<file path="src/design/dmcp_pkg.sv">
// Package for the dual mode control port: constants, states and carriers
// Overview of operation
// RL1: Boot low: I2C slave; three latch lows select SPI
// RL2: Host latch pulses at least 20 ns each
// RL3: Boot high: no slave, EEPROM fetch instead
// RL4: Control word: chip byte, subaddress high/low, data
// RL5: I2C side is slave only, never starts
// RL6: I2C address 01110 plus select pins
// RL7: Address byte LSB one means host reads
// RL8: Eight bits MSB first, acknowledge on ninth
// RL9: Burst increments subaddress per decoded word width
// RL10: Stray start or stop returns to idle
// RL11: Host issues one start/stop per clock high
// RL12: Invalid subaddress gets no acknowledge, idle
// RL13: Read past top repeats highest location
// RL14: Write past top: discard, no acknowledge, idle
// RL15: Each written byte acknowledged on ninth clock
// RL16: Host reads via write subaddress, repeated start
// RL17: Host frames each SPI transaction with latch low
// RL18: SPI samples on rising, shifts on falling edge
// RL19: Host captures output on next falling edge
// RL20: SPI output floats except during reads
// RL21: Host sends SPI write data MSB first
// RL22: SPI chip address is low select pin
// RL23: SPI read drives output from fourth byte
// RL24: SPI mode sticks until reset
package dmcp_pkg;
    localparam logic [4:0] I2C_ADDR_PREFIX = 5'h0E;
    localparam logic [5:0] SPI_ADDR_PREFIX = 6'h00;
    localparam logic [1:0] LATCH_PULSES_TO_SPI = 2'h3;
    localparam logic [15:0] SUBADDR_TOP = 16'hFFFF;
    localparam logic [15:0] SUBADDR_INVALID_LO = 16'hF000;
    localparam logic [15:0] SUBADDR_INVALID_HI = 16'hF7FF;
    localparam logic [2:0] BYTE_CHIP = 3'h0;
    localparam logic [2:0] BYTE_SUB_HI = 3'h1;
    localparam logic [2:0] BYTE_SUB_LO = 3'h2;
    localparam logic [2:0] BYTE_DATA = 3'h3;
    localparam logic [3:0] BIT_ACK = 4'h8;
    localparam logic [3:0] BIT_START = 4'hF;
    localparam logic [3:0] STRAP_SETTLE = 4'h2;
    localparam logic [15:0] SUBADDR_RESET = 16'h0000;
    localparam logic [7:0] DATA_RESET = 8'h00;

    typedef enum logic [2:0] {
        DMCP_IDLE = 3'h0,
        DMCP_ADDR = 3'h1,
        DMCP_RX = 3'h3,
        DMCP_TX = 3'h2,
        DMCP_BOOT = 3'h6
    } dmcp_state_e;

    typedef enum logic [1:0] {
        DMCP_MODE_I2C = 2'h0,
        DMCP_MODE_SPI = 2'h1,
        DMCP_MODE_BOOT = 2'h3
    } dmcp_mode_e;

    // Memory side request toward the device core
    typedef struct packed {
        logic wr;
        logic rd;
        logic [15:0] addr;
        logic [7:0] wdata;
        logic [2:0] byte_idx;
    } dmcp_mem_req_s;

    typedef struct packed {
        dmcp_state_e st;
        dmcp_mode_e mode;
        logic boot_seen;
        logic [1:0] latch_cnt;
        logic [2:0] sync_scl;
        logic [2:0] sync_sda;
        logic [2:0] sync_lat;
        logic [2:0] sync_din;
        logic [1:0] sync_a0;
        logic [1:0] sync_a1;
        logic [1:0] sync_boot;
        logic [3:0] bit_cnt;
        logic [2:0] byte_cnt;
        logic [2:0] word_pos;
        logic [7:0] shreg;
        logic [7:0] txreg;
        logic rnw;
        logic [15:0] subaddr;
        logic at_top;
        logic sda_oe_b;
        logic dout;
        logic dout_oe_b;
        logic boot_req;
        dmcp_mem_req_s req;
    } dmcp_state_s;
endpackage

</file>
<file path="src/design/dmcp_top.sv">
// Dual mode control port: I2C slave or latch-selected SPI slave
module dmcp_top (
    input wire logic clk,
    input wire logic rst_b,
    input wire logic boot_source_select,
    input wire logic addr_select_low,
    input wire logic addr_select_high,
    input wire logic scl_in,
    input wire logic sda_in,
    output logic sda_out,
    output logic sda_oe_b,
    input wire logic spi_latch_n,
    input wire logic spi_data_in,
    output logic spi_data_out,
    output logic spi_data_out_oe_b,
    input wire logic [7:0] mem_rdata,
    input wire logic [2:0] mem_width,
    output dmcp_pkg::dmcp_mem_req_s mem_req,
    output logic boot_request,
    output logic spi_mode
);
    logic [1:0] rst_sync_q;
    logic rst_n_int;
    dmcp_pkg::dmcp_state_s s_q;
    dmcp_pkg::dmcp_state_s s_d;

    // Subaddress validity check
    function automatic logic sub_valid(input logic [15:0] a);
        sub_valid = !(a >= dmcp_pkg::SUBADDR_INVALID_LO && a <= dmcp_pkg::SUBADDR_INVALID_HI);
    endfunction

    always_ff @(posedge clk or negedge rst_b) begin
        if (!rst_b) begin
            rst_sync_q <= 2'h0;
        end else begin
            rst_sync_q <= {rst_sync_q[0], 1'b1};
        end
    end
    assign rst_n_int = rst_sync_q[1];

    always_comb begin
        logic scl_r;
        logic scl_f;
        logic sda_r;
        logic sda_f;
        logic scl_h;
        logic lat_f;
        logic lat_r;
        logic lat_l;
        logic clk_r;
        logic clk_f;
        logic din;
        logic [7:0] byte_v;
        logic [2:0] wid;
        logic [15:0] chip_i2c;
        logic [6:0] chip_spi;
        s_d = s_q;
        s_d.req.wr = 1'b0;
        s_d.req.rd = 1'b0;
        s_d.sync_scl = {s_q.sync_scl[1:0], scl_in};
        s_d.sync_sda = {s_q.sync_sda[1:0], sda_in};
        s_d.sync_lat = {s_q.sync_lat[1:0], spi_latch_n};
        s_d.sync_din = {s_q.sync_din[1:0], spi_data_in};
        s_d.sync_a0 = {s_q.sync_a0[0], addr_select_low};
        s_d.sync_a1 = {s_q.sync_a1[0], addr_select_high};
        s_d.sync_boot = {s_q.sync_boot[0], boot_source_select};
        scl_h = s_q.sync_scl[1];
        scl_r = s_q.sync_scl[1] && !s_q.sync_scl[2];
        scl_f = !s_q.sync_scl[1] && s_q.sync_scl[2];
        sda_r = s_q.sync_sda[1] && !s_q.sync_sda[2];
        sda_f = !s_q.sync_sda[1] && s_q.sync_sda[2];
        lat_f = !s_q.sync_lat[1] && s_q.sync_lat[2];
        lat_r = s_q.sync_lat[1] && !s_q.sync_lat[2];
        lat_l = !s_q.sync_lat[1];
        clk_r = scl_r;
        clk_f = scl_f;
        din = (s_q.mode == dmcp_pkg::DMCP_MODE_SPI) ? s_q.sync_din[1] : s_q.sync_sda[1];
        byte_v = {s_q.shreg[6:0], din};
        wid = (mem_width == 3'h0) ? 3'h1 : mem_width;
        chip_i2c = {8'h00, dmcp_pkg::I2C_ADDR_PREFIX, s_q.sync_a1[1], s_q.sync_a0[1], 1'b0};
        chip_spi = {dmcp_pkg::SPI_ADDR_PREFIX, s_q.sync_a0[1]};

        // Strap caught once after reset release
        if (!s_q.boot_seen) begin
            // Wait for the strap synchroniser to fill
            s_d.bit_cnt = s_q.bit_cnt + 4'h1;
            if (s_q.bit_cnt == dmcp_pkg::STRAP_SETTLE) begin
                s_d.boot_seen = 1'b1;
                s_d.bit_cnt = 4'h0;
                if (s_q.sync_boot[1]) begin
                    s_d.mode = dmcp_pkg::DMCP_MODE_BOOT; // [RL3]
                    s_d.st = dmcp_pkg::DMCP_BOOT;
                    s_d.boot_req = 1'b1;
                end
            end
        end else if (s_q.mode == dmcp_pkg::DMCP_MODE_BOOT) begin
            s_d.st = dmcp_pkg::DMCP_BOOT; // [RL3] [RL5]
        end else if (s_q.mode == dmcp_pkg::DMCP_MODE_I2C) begin
            // Latch low pulses count toward SPI entry; sticky until reset
            if (lat_f) begin
                s_d.latch_cnt = s_q.latch_cnt + 2'h1; // [RL1] [RL24]
                if (s_q.latch_cnt == dmcp_pkg::LATCH_PULSES_TO_SPI - 2'h1) begin
                    s_d.mode = dmcp_pkg::DMCP_MODE_SPI; // [RL1] [RL24]
                    s_d.st = dmcp_pkg::DMCP_IDLE;
                    s_d.sda_oe_b = 1'b1;
                end
            end
            // Read byte arrives the cycle after its request
            if (s_q.st == dmcp_pkg::DMCP_TX && s_q.req.rd) begin
                s_d.txreg = mem_rdata;
                s_d.sda_oe_b = mem_rdata[7];
            end
            if (scl_h && (sda_f || sda_r)) begin
                // Start or stop anywhere restarts or idles the slave
                s_d.sda_oe_b = 1'b1; // [RL10]
                // Clock fall closing a start is not a data bit
                s_d.bit_cnt = sda_f ? dmcp_pkg::BIT_START : 4'h0;
                s_d.st = sda_f ? dmcp_pkg::DMCP_ADDR : dmcp_pkg::DMCP_IDLE; // [RL10]
                if (sda_f) begin
                    s_d.byte_cnt = dmcp_pkg::BYTE_CHIP;
                end
            end else if (s_q.st != dmcp_pkg::DMCP_IDLE && clk_r) begin
                if (s_q.bit_cnt == dmcp_pkg::BIT_ACK) begin
                    if (s_q.st == dmcp_pkg::DMCP_TX && s_q.sync_sda[1]) begin
                        s_d.st = dmcp_pkg::DMCP_IDLE; // [RL13]
                    end
                end else begin
                    s_d.shreg = byte_v; // [RL8]
                end
            end else if (s_q.st != dmcp_pkg::DMCP_IDLE && clk_f) begin
                s_d.bit_cnt = s_q.bit_cnt + 4'h1;
                s_d.sda_oe_b = 1'b1;
                if (s_q.bit_cnt == 4'h7) begin
                    case (s_q.st)
                        dmcp_pkg::DMCP_ADDR: begin
                            if (s_q.shreg[7:1] == chip_i2c[7:1]) begin
                                s_d.sda_oe_b = 1'b0; // [RL6] [RL8]
                                s_d.rnw = s_q.shreg[0]; // [RL7]
                                s_d.st = s_q.shreg[0] ? dmcp_pkg::DMCP_TX : dmcp_pkg::DMCP_RX;
                                s_d.byte_cnt = s_q.shreg[0] ? dmcp_pkg::BYTE_DATA
                                                            : dmcp_pkg::BYTE_SUB_HI; // [RL4]
                            end else begin
                                s_d.st = dmcp_pkg::DMCP_IDLE; // [RL8]
                            end
                        end
                        dmcp_pkg::DMCP_RX: begin
                            if (s_q.byte_cnt == dmcp_pkg::BYTE_SUB_HI) begin
                                s_d.subaddr[15:8] = s_q.shreg; // [RL4]
                                s_d.byte_cnt = dmcp_pkg::BYTE_SUB_LO;
                                s_d.sda_oe_b = 1'b0;
                            end else if (s_q.byte_cnt == dmcp_pkg::BYTE_SUB_LO) begin
                                s_d.subaddr[7:0] = s_q.shreg;
                                s_d.byte_cnt = dmcp_pkg::BYTE_DATA;
                                s_d.word_pos = 3'h0;
                                s_d.at_top = 1'b0;
                                if (sub_valid({s_q.subaddr[15:8], s_q.shreg})) begin
                                    s_d.sda_oe_b = 1'b0;
                                end else begin
                                    s_d.st = dmcp_pkg::DMCP_IDLE; // [RL12]
                                end
                            end else if (s_q.at_top) begin
                                s_d.st = dmcp_pkg::DMCP_IDLE; // [RL14]
                            end else begin
                                s_d.sda_oe_b = 1'b0; // [RL15]
                                s_d.req.wr = 1'b1;
                                s_d.req.addr = s_q.subaddr;
                                s_d.req.wdata = s_q.shreg;
                                s_d.req.byte_idx = s_q.word_pos;
                            end
                        end
                        default: begin
                        end
                    endcase
                end else if (s_q.bit_cnt == dmcp_pkg::BIT_ACK) begin
                    s_d.bit_cnt = 4'h0;
                    if (s_q.st == dmcp_pkg::DMCP_TX) begin
                        s_d.req.rd = 1'b1;
                        s_d.req.addr = s_q.subaddr;
                        s_d.req.byte_idx = s_q.word_pos;
                    end
                end else if (s_q.st == dmcp_pkg::DMCP_TX) begin
                    s_d.txreg = {s_q.txreg[6:0], 1'b0};
                    s_d.sda_oe_b = s_q.txreg[6];
                end
            end
        end else begin
            // SPI mode: frame is latch low
            if (!lat_l || lat_f) begin
                s_d.st = dmcp_pkg::DMCP_IDLE;
                s_d.bit_cnt = 4'h0;
                s_d.byte_cnt = dmcp_pkg::BYTE_CHIP;
                s_d.word_pos = 3'h0;
                s_d.dout_oe_b = 1'b1; // [RL20]
                if (lat_f) begin
                    s_d.st = dmcp_pkg::DMCP_RX;
                end
            end else if (s_q.st != dmcp_pkg::DMCP_IDLE && clk_r) begin
                s_d.shreg = byte_v; // [RL18] [RL21]
                s_d.bit_cnt = s_q.bit_cnt + 4'h1;
                if (s_q.bit_cnt == 4'h7) begin
                    s_d.bit_cnt = 4'h0;
                    case (s_q.byte_cnt)
                        dmcp_pkg::BYTE_CHIP: begin
                            s_d.rnw = byte_v[0]; // [RL7]
                            s_d.byte_cnt = dmcp_pkg::BYTE_SUB_HI;
                            if (byte_v[7:1] != chip_spi) begin
                                s_d.st = dmcp_pkg::DMCP_IDLE; // [RL22]
                            end
                        end
                        dmcp_pkg::BYTE_SUB_HI: begin
                            s_d.subaddr[15:8] = byte_v;
                            s_d.byte_cnt = dmcp_pkg::BYTE_SUB_LO;
                        end
                        dmcp_pkg::BYTE_SUB_LO: begin
                            s_d.subaddr[7:0] = byte_v; // [RL4]
                            s_d.byte_cnt = dmcp_pkg::BYTE_DATA;
                            if (s_q.rnw) begin
                                s_d.st = dmcp_pkg::DMCP_TX;
                                s_d.req.rd = 1'b1;
                                s_d.req.addr = {s_q.subaddr[15:8], byte_v};
                                s_d.req.byte_idx = 3'h0;
                            end
                        end
                        default: begin
                            if (s_q.rnw) begin
                                s_d.req.rd = 1'b1;
                                s_d.req.addr = s_q.subaddr;
                                s_d.req.byte_idx = s_q.word_pos;
                            end else begin
                                s_d.req.wr = 1'b1;
                                s_d.req.addr = s_q.subaddr;
                                s_d.req.wdata = byte_v;
                                s_d.req.byte_idx = s_q.word_pos;
                            end
                        end
                    endcase
                end
            end else if (s_q.st == dmcp_pkg::DMCP_TX && clk_f) begin
                if (s_q.bit_cnt == 4'h0) begin
                    s_d.dout_oe_b = 1'b0; // [RL23]
                    s_d.txreg = {mem_rdata[6:0], 1'b0};
                    s_d.dout = mem_rdata[7]; // [RL18]
                end else begin
                    s_d.dout = s_q.txreg[7];
                    s_d.txreg = {s_q.txreg[6:0], 1'b0};
                end
            end
        end
        // Word position advances once the addressed width is known
        if (s_q.mode != dmcp_pkg::DMCP_MODE_BOOT && (s_q.req.wr || s_q.req.rd)) begin
            s_d.word_pos = s_q.word_pos + 3'h1;
            if (s_q.word_pos + 3'h1 >= wid) begin
                s_d.word_pos = 3'h0; // [RL9]
                if (s_q.subaddr != dmcp_pkg::SUBADDR_TOP) begin
                    s_d.subaddr = s_q.subaddr + 16'h0001; // [RL13]
                end else if (s_q.req.wr) begin
                    s_d.at_top = 1'b1; // [RL14]
                end
            end
        end
        if (lat_r) begin
            s_d.latch_cnt = s_d.latch_cnt;
        end
    end

    always_ff @(posedge clk or negedge rst_n_int) begin
        if (!rst_n_int) begin
            s_q <= '{st: dmcp_pkg::DMCP_IDLE, mode: dmcp_pkg::DMCP_MODE_I2C,
                     sync_scl: 3'h7, sync_sda: 3'h7, sync_lat: 3'h7,
                     subaddr: dmcp_pkg::SUBADDR_RESET, sda_oe_b: 1'b1,
                     dout_oe_b: 1'b1, default: '0};
        end else begin
            s_q <= s_d;
        end
    end

    assign sda_out = 1'b0;
    assign sda_oe_b = s_q.sda_oe_b;
    assign spi_data_out = s_q.dout;
    assign spi_data_out_oe_b = s_q.dout_oe_b;
    assign mem_req = s_q.req;
    assign boot_request = s_q.boot_req;
    assign spi_mode = (s_q.mode == dmcp_pkg::DMCP_MODE_SPI);
endmodule

</file>
<file path="config.mk">
export PLATFORM = sky130hd
export DESIGN_NAME = dmcp_top
export DESIGN_NICKNAME = d
export VERILOG_FILES = /design/src/design/dmcp_pkg.sv /design/src/design/dmcp_top.sv
export SDC_FILE = /design/constraint.sdc
export NUM_CORES = 1
export LEC_CHECK = 0
export ABC_AREA = 1
export BUFFER_PORTS_ARGS = -buffer_cell sky130_fd_sc_hd__buf_2
export CORE_MARGIN = 8
export CORE_UTILIZATION = 41
export DETAILED_ROUTE_END_ITERATION = 12
export PLACE_DENSITY = 0.57
export SLEW_MARGIN = 20
export SYNTH_ARGS = -nofsm -noshare
export SYNTH_HDL_FRONTEND = slang
export SYNTH_SLANG_ARGS = --single-unit
export TNS_END_PERCENT = 50
</file>
<file path="constraint.sdc">
create_clock -name clk -period 3.8 [get_ports clk]
set_clock_uncertainty 0.15 [all_clocks]
set_input_delay 0.38 -clock clk [delete_from_list [all_inputs] [get_ports clk]]
set_output_delay 0.38 -clock clk [all_outputs]
set_load 0.01 [all_outputs]
</file>
==> summary.txt, run 1 <==
Synthesis
  – Async SR Flop Fraction: 100.0%
  – Synth unique cells: 49
  – Top cells by area, synth: dfrtp_1, nand2_1, nand3_1
  – Post-Syn Nets: 1006
  – Avg Synthesized Cell Area: ~7.1 um^2
  – Synth Instances: a little under 1000
  – Post-synthesis register bit count: 103
  – Yosys warning count: 0
  – Top_reg_cell synth: dfrtp_1
  – Post-Synth Adder-Cell Area: 3.459%
  – Sequential element share of the synthesized area: 37.70%
  – Share of the synthesized area in the top cell type: 33.50%
  – Post-Synth Simple-Gate Area: a little under a third
  – Post-synthesis compound-gate area fraction: around 14%
  – Xor/xnor cell area share of the yosys netlist: 1.274%
  – Cell Area, Synth: 0.006873 mm^2
  – Post-synthesis mux area share: 0%
  – Largest area contributor in the netlist: dfrtp_1
  – EDFF count, synth: 0
  – Main combinational cell family by area after synthesis: simple AND/OR/NAND/NOR gates

Pwr
  – Maximum VDD drop: between 200 and 250 uV
  – P per Cell Area: 579.8 mW/mm^2
  – P_leak: roughly 3.8 nW

Global route
  – Overflow after GRT: 0
  – Initial antenna violation count: 0
  – Largest net degree at the start of global routing: 57
  – First-pass GRT wire length: roughly 31000 um
  – Met1 Use GR: 25.05%
  – Tot GR Track Use: 18.08%
  – Gr busiest metal: met2
  – Met2 Use GR: 27.24%
  – Vias in the first global route: 5969
  – Met3 Track Usage GR: 3.451%

Run
  – Max-cap violations: 0

Worst setup path
  – CP endpoint kind: register
  – Critical path class: reg -> reg
  – Critical path fanouts, max: 31
  – Cells on worst reg2reg path: 12
  – Startpoint class of the critical path: register
  – Critical path data required time: 3.95 ns
  – Worst R2R End: mem_req[24]
  – Reg-to-reg slack, setup: 1.05 ns
  – Critical path data arrival time: 2.90 ns
  – Reg-to-Reg Start: s_q[98]

Placed design
  – Placed Instance Area: 0.007114 mm^2
  – Pre-CTS setup slack: 1.044 ns
  – Count of input and output buffers: 53
  – HPWL Detailed: 13990 um
  – Global placer's final weighted congestion: roughly 0.87

Timing
  – Worst Tran Pin Value: between 0.9 and 1 ns
  – RSZ-0062 raised after global routing: no
  – Min Tclk post-route: 2.748 ns
  – Final-report setup violation count: 0
  – Setup TNS: 0 ns
  – Max transition margin: 39.69%
  – Fin. Hold Viols: 0
  – Max Clk Rate: 0.3639 GHz
  – Final Cycle Share: 72.32%
  – Final setup margin: 1.052 ns
  – Slew Viols, Final: 0

Clock tree
  – # Post-CTS Setup Buffers: 0
  – CTS Sinks: 103
  – CTS Buf Count: 9
  – H-tree level count: 3
  – CTS Buffer Depth: 2
  – CTS root buf: clkbuf_16
  – TritonCTS clock tree: built
  – Worst-path clk slew: 0.07 ns
  – Clock latency on the worst-skew pair: 0.36 ns

Floorplanning
  – Core ar.: 0.01647 mm^2
  – Chip height: 145.5 um
  – Die area: 0.02116 mm^2
  – Row count: 47
  – Ports: 55
  – Initial core utilization: 41.74%
  – Die Wd: 145.5 um

Min path
  – Worst hold stages: 3
  – Hold path endpoint: spi_data_out
  – Worst Hold Class: in -> reg
  – Hold Startpoint: mem_rdata[7]

Route
  – # DRC: 0
  – Routed Antenna Nets: 0
  – Iter 0 DRT Violations: 538
  – Vias after detailed routing: 6208
  – Post-Route WL: 18830 um
  – DRT Pass-1 Iters: 5
  – Routed WL per cell: 15.44 um
  – Vias per cell: 5.093

Status
  – Outcome: completed

Finish
  – Design area: 0.007483 mm^2
  – Fin util: 45.45%
  – Area grow syn2layout: 8.884%
  – Antenna Cells: 0
  – Post-layout nets: 1033
  – Commonest non-fill, non-tap cell in the layout: nand2_1
  – Layout cell share with drive strength beyond 1: 14.11%
  – Most frequent cells in the layout: nand2_1, inv_1, nor2_1, nand3_1, dfrtp_1
## metal layers
metal  vias to the layer above  share of wire [%]
li1                       3148                  -
met1                      2866                 49
met2                       167                 43
met3                        27                5.6
met4                         0                2.3
met5                         -                  0
## synth_stat cells (2+ instances only)
| cell type | count |
|---|---|
| nor2_4 | 5 |
| o211ai_1 | 11 |
| o21ai_0 | 46 |
| o21bai_1 | 3 |
| o21ai_2 | 3 |
| nand3b_1 | 2 |
| nor2_1 | 98 |
| buf_1 | 2 |
| buf_2 | 9 |
| buf_4 | 30 |
| nand2_2 | 11 |
| dfstp_2 | 11 |
| o21ai_1 | 13 |
| clkinv_1 | 6 |
| inv_1 | 107 |
| clkbuf_1 | 5 |
| conb_1 | 2 |
| buf_6 | 7 |
| a22oi_1 | 4 |
| o32ai_1 | 2 |
| nand4_1 | 4 |
| xor2_1 | 9 |
| ha_1 | 19 |
| o22ai_1 | 8 |
| nor3_1 | 14 |
| inv_2 | 12 |
| nand3_1 | 94 |
| dfrtp_1 | 92 |
| nand2_1 | 245 |
| nor3_2 | 4 |
| a31oi_1 | 5 |
| nor2_2 | 9 |
| a21oi_1 | 59 |
## logic make-up after synthesis
kind of cell	count (synthesis)
DFF	103
xor gates and xnor gates	10
AOI/OAI and AO/OA	163
and+or+nand+nor	491
adders and majority gates	19
other	2
buffers and inverters	179
## per-stage QoR
step	power, mW	hold WS [ns]	std cells
global placement	3.415	0.01713	1195
finish	4.339	0.1460	1219
detailed placement	3.412	0.01717	1195
global route	4.685	0.1627	1219
floorplan	2.896	-0.06559	967
CTS	4.359	0.1376	1219
## timing repair
item                      in CTS  in global routing
hold endpoints to repair       9                  0
resized for setup              0                  0
hold buffers                   8                  0
## worst max path at each step
stage	start	endpoint	slack, ns	cells after the start
finish	s_q[98]	mem_req[24]	1.05	12
global route	s_q[98]	mem_req[24]	0.76	12
CTS	s_q[98]	mem_req[24]	1.02	12
detailed placement	s_q[98]	mem_req[24]	1.04	12
global placement	s_q[98]	mem_req[19]	1.11	12
floorplan	rst_sync_q[1]	boot_request	0.59	0
## worst max-delay path, stage by stage (launching register included)
cell     delay, ns
dfrtp_1       0.41
inv_1         0.11
ha_1          0.50
inv_2         0.20
nor2_2        0.20
inv_2         0.09
o21ai_2       0.07
inv_1         0.07
nor2_2        0.12
nand3_4       0.31
nor2_4        0.29
nand2_1       0.08
nand2_1       0.06
## report_power, final
part / switching, mW / leakage [nW] / internal, mW
Sequential: 0.239 / 1.24 / 1.32
Clock: 0.459 / 0.143 / 0.460
Combinational: 1.26 / 2.38 / 0.605
## final cells by class
class                   count  area [um^2]
clock buffers               9        225.2
inverters                 126        475.5
well taps                 220        275.3
clock inverters             7        63.81
flip-flops and latches    103         2595
fillers                  1725         8982
multi-input cells         685         3431
repair buffers             69        417.9
## sequential cells by signal (all words and copies together), names as in the netlist
| signal | count |
|---|---|
| s_d | 11 |
| spi_data_out | 1 |
| mem_req | 29 |
| sda_oe_b | 1 |
| spi_data_out_oe_b | 1 |
| boot_request | 1 |
| rst_sync_q | 2 |
| s_q | 57 |
No activity file was read; power rests on OpenSTA's default activity.
==> run 2: changes to the inputs <==
--- a/config.mk
+++ b/config.mk
@@ -5,7 +5,7 @@
 export SDC_FILE = /design/constraint.sdc
 export NUM_CORES = 1
 export LEC_CHECK = 0
-export ABC_AREA = 1
+export ABC_AREA = 0
 export BUFFER_PORTS_ARGS = -buffer_cell sky130_fd_sc_hd__buf_2
 export CORE_MARGIN = 8
 export CORE_UTILIZATION = 41
==> constraint.sdc (replaced) <==
create_clock -name clk -period 2.65 [get_ports clk]
set_clock_uncertainty 0.15 [all_clocks]
set_input_delay 0.265 -clock clk [delete_from_list [all_inputs] [get_ports clk]]
set_output_delay 0.265 -clock clk [all_outputs]
set_load 0.01 [all_outputs]
==> summary.txt, run 2 <==
Status
  – Outcome: completed

Global route
  – Initial antenna violation count: 0
  – Vias in the first global route: 6265
  – Largest net degree at the start of global routing: 48
  – Tot GR Track Use: approximately a fifth
  – Overflow after GRT: 0
  – First-pass GRT wire length: 35240 um

Run
  – Max-cap violations: 0

Finish
  – Most frequent cells in the layout: dfrtp_1, buf_4, mux2i_1, buf_2, inv_1
  – Commonest non-fill, non-tap cell in the layout: dfrtp_1
  – Max reg flops: 57
  – Biggest register: s_q
  – Fin util: 48.86%
  – Layout cell share with drive strength beyond 1: 28.76%
  – Final std cells w/o fill: about 1100
  – Area grow syn2layout: 16.81%
  – Post-layout nets: 865
  – Antenna Cells: 0
  – Design area: roughly 0.0085 mm^2
  – Filler instances: between 1500 and 2000

Synthesis
  – EDFF count, synth: 0
  – Top cells by count, synth: dfrtp_1, mux2i_1, inv_1
  – Async SR Flop Fraction: 100.0%
  – Synth unique cells: 96
  – Top_reg_cell synth: dfrtp_1
  – Cell Area, Synth: 0.007236 mm^2
  – Post-Syn Nets: 790
  – Largest area contributor in the netlist: dfrtp_1
  – Share of the synthesized area in the top cell type: approximately a third
  – Sequential element share of the synthesized area: a little over a third
  – Top cells by area, synth: dfrtp_1, mux2i_1, mux2_2
  – Synth Instances: 751
  – Post-synthesis register bit count: 103
  – Yosys warning count: 0
  – Avg Synthesized Cell Area: 9.635 um^2
  – Count leader, synth: dfrtp_1

Timing
  – Final setup margin: 0.07498 ns
  – Worst Tran Pin Value: roughly 0.66 ns
  – Final Cycle Share: 97.17%
  – Min Tclk post-route: 2.575 ns
  – RSZ-0062 raised after global routing: yes
  – Setup TNS: 0 ns
  – Max Clk Rate: 0.3883 GHz
  – Hold_ws: 0.05755 ns
  – Fin. Hold Viols: 0
  – Max transition margin: 56.15%
  – Slew Viols, Final: 0
  – Final-report setup violation count: 0

Placed design
  – Placed Instance Area: 0.007973 mm^2
  – Placed cell count: 1029
  – Global placer's final weighted congestion: about 0.96
  – Pre-CTS setup slack: -0.01070 ns
  – HPWL Detailed: 16480 um
  – Count of input and output buffers: 53

Floorplanning
  – Ports: 55
  – Die area: 0.02215 mm^2
  – Chip height: 148.8 um
  – Row count: 48
  – Die Wd: around 150 um
  – Core ar.: 0.01730 mm^2
  – Initial core utilization: 41.83%

Route
  – Routed Antenna Nets: 0
  – Vias after detailed routing: 6312
  – # DRC: 0
  – Vias per cell: 5.977
  – Iter 0 DRT Violations: 509
  – DRT Pass-1 Iters: 5
  – Routed WL per cell: 20.98 um
  – Post-Route WL: 22150 um

Pwr
  – P_leak: 3.796 nW
  – Maximum VDD drop: 442.3 uV
  – Tot Pwr: around 6.5 mW
  – P per Cell Area: 772.6 mW/mm^2

Clock tree
  – CTS Sinks: 103
  – H-tree level count: 3
  – CTS Buffer Depth: 2
  – CTS Buf Count: 9
  – Worst-path clk slew: 0.07 ns
  – Clock latency on the worst-skew pair: 0.37 ns
  – CTS root buf: clkbuf_16
  – TritonCTS clock tree: built

Worst setup path
  – Cells on worst reg2reg path: 8
  – Critical path class: reg -> reg
  – Startpoint class of the critical path: register
  – Critical path fanouts, max: 5
  – Critical path data arrival time: around 2.7 ns
  – Critical path data required time: 2.75 ns
  – Reg-to-reg slack, setup: 0.07 ns
  – CP endpoint kind: register

Min path
  – Worst Hold Class: in -> async
[run 2: where the power goes]
group | switching [mW] | internal (mW) | total [mW]
sequential | 0.435 | 1.90 | 2.33
combinational | 1.48 | 1.24 | 2.72
clock | 0.641 | 0.836 | 1.48
total | 2.56 | 3.97 | 6.53
[run 2: critical path, stage by stage, from the launching register on]
cell	delay [ns]
dfrtp_1	0.40
ha_1	0.23
xor2_1	0.16
ha_1	0.30
nand2_1	0.07
o21a_2	0.26
a211oi_4	0.34
nor2_1	0.18
a221o_1	0.38
[run 2: metal layers]
metal  track usage [%]  share of wire [%]  vias to the layer above
met5                 0                  0                        -
met4             8.935                4.0                        0
met3             3.368                5.2                       57
met2             34.14                 48                      228
met1             24.86                 42                     3098
li1                  -                  -                     2929
[run 2: layout make-up]
class	instances	area, um^2	share of cell area (%)
multi-input combinational	522	4029	47.67
sequential	103	2595	30.70
timing repair buffer	146	1059	12.52
tap	225	281.5	3.331
clock buffer	10	229.0	2.709
inverter	44	165.2	1.954
clock inverter	6	93.84	1.110
[run 2: what timing repair did]
action / 4_1_cts / 5_1_grt
setup endpoints to repair: 4 / 41
buffers inserted: 0 / 2
endpoints found under the hold margin: 9 / 0
pin swaps: 1 / 4
hold buffers: 8 / 0
cloned: 0 / 1
resized for setup: 1 / 10
[run 2: logic make-up after synthesis]
family / synth area share [%]
buffers and inverters: 9.182
other: 0.1038
AOI/OAI and AO/OA: 20.23
muxes: 13.19
and+or+nand+nor: 17.34
DFF: 35.81
adders and majority gates: 3.286
xor gates and xnor gates: 0.8473
[run 2: final timing paths]
path / start / to
max: s_q[68] / s_q[47]
min: rst_b / rst_sync_q[1]
max reg2reg: s_q[68] / s_q[47]
min reg2reg: s_d[84] / s_d[85]
max in group asynchronous: rst_sync_q[1] / mem_req[12]
min in group clk: mem_rdata[0] / s_q[51]
==> run 3: changes to the inputs <==
--- a/config.mk
+++ b/config.mk
@@ -7,10 +7,8 @@
 export LEC_CHECK = 0
 export ABC_AREA = 0
 export BUFFER_PORTS_ARGS = -buffer_cell sky130_fd_sc_hd__buf_2
-export CORE_MARGIN = 8
 export CORE_UTILIZATION = 41
 export DETAILED_ROUTE_END_ITERATION = 12
-export PLACE_DENSITY = 0.57
 export SLEW_MARGIN = 20
 export SYNTH_ARGS = -nofsm -noshare
 export SYNTH_HDL_FRONTEND = slang
==> summary.txt, run 3 (same netlist as run 2, synthesis figures left out) <==
Status
  – Outcome: completed

Finish
  – Commonest non-fill, non-tap cell in the layout: dfrtp_1
  – Fin util: 48.91%
  – Most frequent cells in the layout: dfrtp_1, buf_4, mux2i_1, buf_2, inv_1
  – Antenna Cells: 0
  – Sequential Area: 0.002595 mm^2
  – Layout cell share with drive strength beyond 1: 29.19%
  – Multi-input logic area: just over 0.004 mm^2
  – Final std cells w/o fill: 1054
  – Biggest register: s_q
  – Max reg flops: 57
  – Post-layout nets: around 860
  – Design area: 0.008431 mm^2
  – Filler instances: 1617
  – Area grow syn2layout: 16.51%

Route
  – Iter 0 DRT Violations: 436
  – Vias per cell: 6.016
  – Routed Antenna Nets: 0
  – # DRC: 0
  – Post-Route WL: 22150 um
  – Routed WL per cell: 21.02 um
  – DRT Pass-1 Iters: 5
  – Vias after detailed routing: about 6300

Worst setup path
  – Critical path data arrival time: 2.66 ns
  – Critical path data required time: about 2.7 ns
  – Critical path class: reg -> reg
  – CP endpoint kind: register
  – Worst R2R End: mem_req[14]
  – Reg-to-reg slack, setup: 0.08 ns
  – CP max-delay cell: dfstp_2
  – Cells on worst reg2reg path: 8
  – Critical path fanouts, max: 5
  – Reg-to-Reg Start: s_d[91]
  – Critical-path cell list: inv_2 > ha_4 > or4b_4 > a21oi_2 > a21oi_1 > o221a_4 > buf_12 > mux2_4
  – Largest stage delay, worst path: 0.54 ns
  – Startpoint class of the critical path: register

Clock tree
  – CTS Sinks: 103
  – TritonCTS clock tree: built
  – CTS Buffer Depth: 2
  – H-tree level count: 3
  – CTS Buf Count: 9
  – Worst-path clk slew: 0.07 ns
  – Clock latency on the worst-skew pair: ~0.36 ns
  – CTS root buf: clkbuf_16

Pwr
  – Switching part of the total: 39.96%
  – Flop pwr share: 36.2%
  – Internal power consumption: around 3.9 mW
  – Clock power frac: 21.0%
  – Combinational fraction of design power: about 43%
  – Maximum VDD drop: 449.9 uV
  – Switching power: 2.578 mW
  – P_leak: 3.779 nW
  – P per Cell Area: 765.3 mW/mm^2

Timing
  – Worst Tran Pin Value: around 0.82 ns
  – Final setup margin: 0.07621 ns
  – Slew Viols, Final: 0
  – Fin. Hold Viols: 0
  – RSZ-0062 raised after global routing: no
  – Final Cycle Share: a little over nine tenths
  – Final-report setup violation count: 0
  – Min Tclk post-route: 2.574 ns
  – Max transition margin: ~45%
  – Max Clk Rate: 0.3885 GHz

Placed design
  – Placed cell count: 1026
  – HPWL Detailed: 16360 um
  – Pre-CTS setup slack: -0.06059 ns
  – Placed Instance Area: 0.007938 mm^2
  – Global placer's final weighted congestion: 0.9182
  – Count of input and output buffers: between 50 and 60

Global route
  – Initial antenna violation count: 0
  – Vias in the first global route: 6335
  – First-pass GRT wire length: between 30000 and 40000 um
  – Tot GR Track Use: 25.01%
  – Largest net degree at the start of global routing: 55
  – Overflow after GRT: 0

Floorplanning
  – Initial core utilization: a little over two fifths
  – Die area: around 0.018 mm^2
  – Core ar.: about 0.017 mm^2
  – Ports: 55
  – Row count: 48
  – Die Wd: 134.8 um
  – Chip height: 134.8 um

Min path
  – Worst Hold Class: reg -> async

Run
  – Max-cap violations: 0
-- run 3: through the flow --
stage | hold WS, ns | setup TNS [ns] | total power, mW
2_1_floorplan | -0.1806 | 0 | 4.172
3_3_place_gp | -0.1007 | 0 | 4.952
3_5_place_dp | -0.09876 | -0.8353 | 5.019
4_1_cts | 0.02968 | 0 | 6.411
5_1_grt | 0.03945 | 0 | 6.815
6_report | 0.02053 | 0 | 6.452
-- run 3: repair_timing --
action | 4_1_cts | 5_1_grt
hold buffers | 8 | 0
setup endpoints to repair | 20 | 49
resized for setup | 5 | 13
pin swaps | 3 | 3
endpoints found under the hold margin | 9 | 0
setup buffers | 2 | 1
cloned | 1 | 0
-- run 3: critical path: cells and delay by family, from the launching register on --
kind,cells,cell delay [ns]
DFF,1,0.54
AOI/OAI and AO/OA,3,0.54
and+or+nand+nor,1,0.46
muxes,1,0.29
adders and majority gates,1,0.26
buffers and inverters,2,0.20
-- run 3: layer usage --
layer,vias up,share of wire [%],global-route usage (%)
li1,2918,-,-
met1,3133,42,31.33
met2,224,48,41.41
met3,66,4.8,3.791
met4,0,4.6,13.61
met5,-,0,0
-- run 3: area by class of cell --
cell class	count	share of cell area [%]
Sequential cell	103	30.78
Clock inverter	5	0.6975
Clock buffer	11	2.760
Multi-Input combinational cell	521	48.01
Tap cell	225	3.339
Inverter	44	1.959
Timing Repair Buffer	145	12.45
-- run 3: how the worst max path moves through the flow --
stage	cells after the start	slack, ns	start	to
floorplan	9	0.06	s_d[91]	mem_req[11]
global placement	8	0.001	s_d[91]	mem_req[12]
detailed placement	9	-0.06	s_d[91]	mem_req[2]
CTS	8	0.02	s_d[91]	mem_req[14]
global route	8	0.007	s_d[91]	mem_req[14]
finish	8	0.08	s_d[91]	mem_req[14]
-- run 3: power groups by stage --
stage / clock (mW) / sequential, mW / combinational (mW)
3_3_place_gp: 0 / 2.33 / 2.62
2_1_floorplan: 0 / 2.14 / 2.03
5_1_grt: 1.44 / 2.38 / 2.99
6_report: 1.35 / 2.33 / 2.77
4_1_cts: 1.38 / 2.32 / 2.72
3_5_place_dp: 0 / 2.35 / 2.67
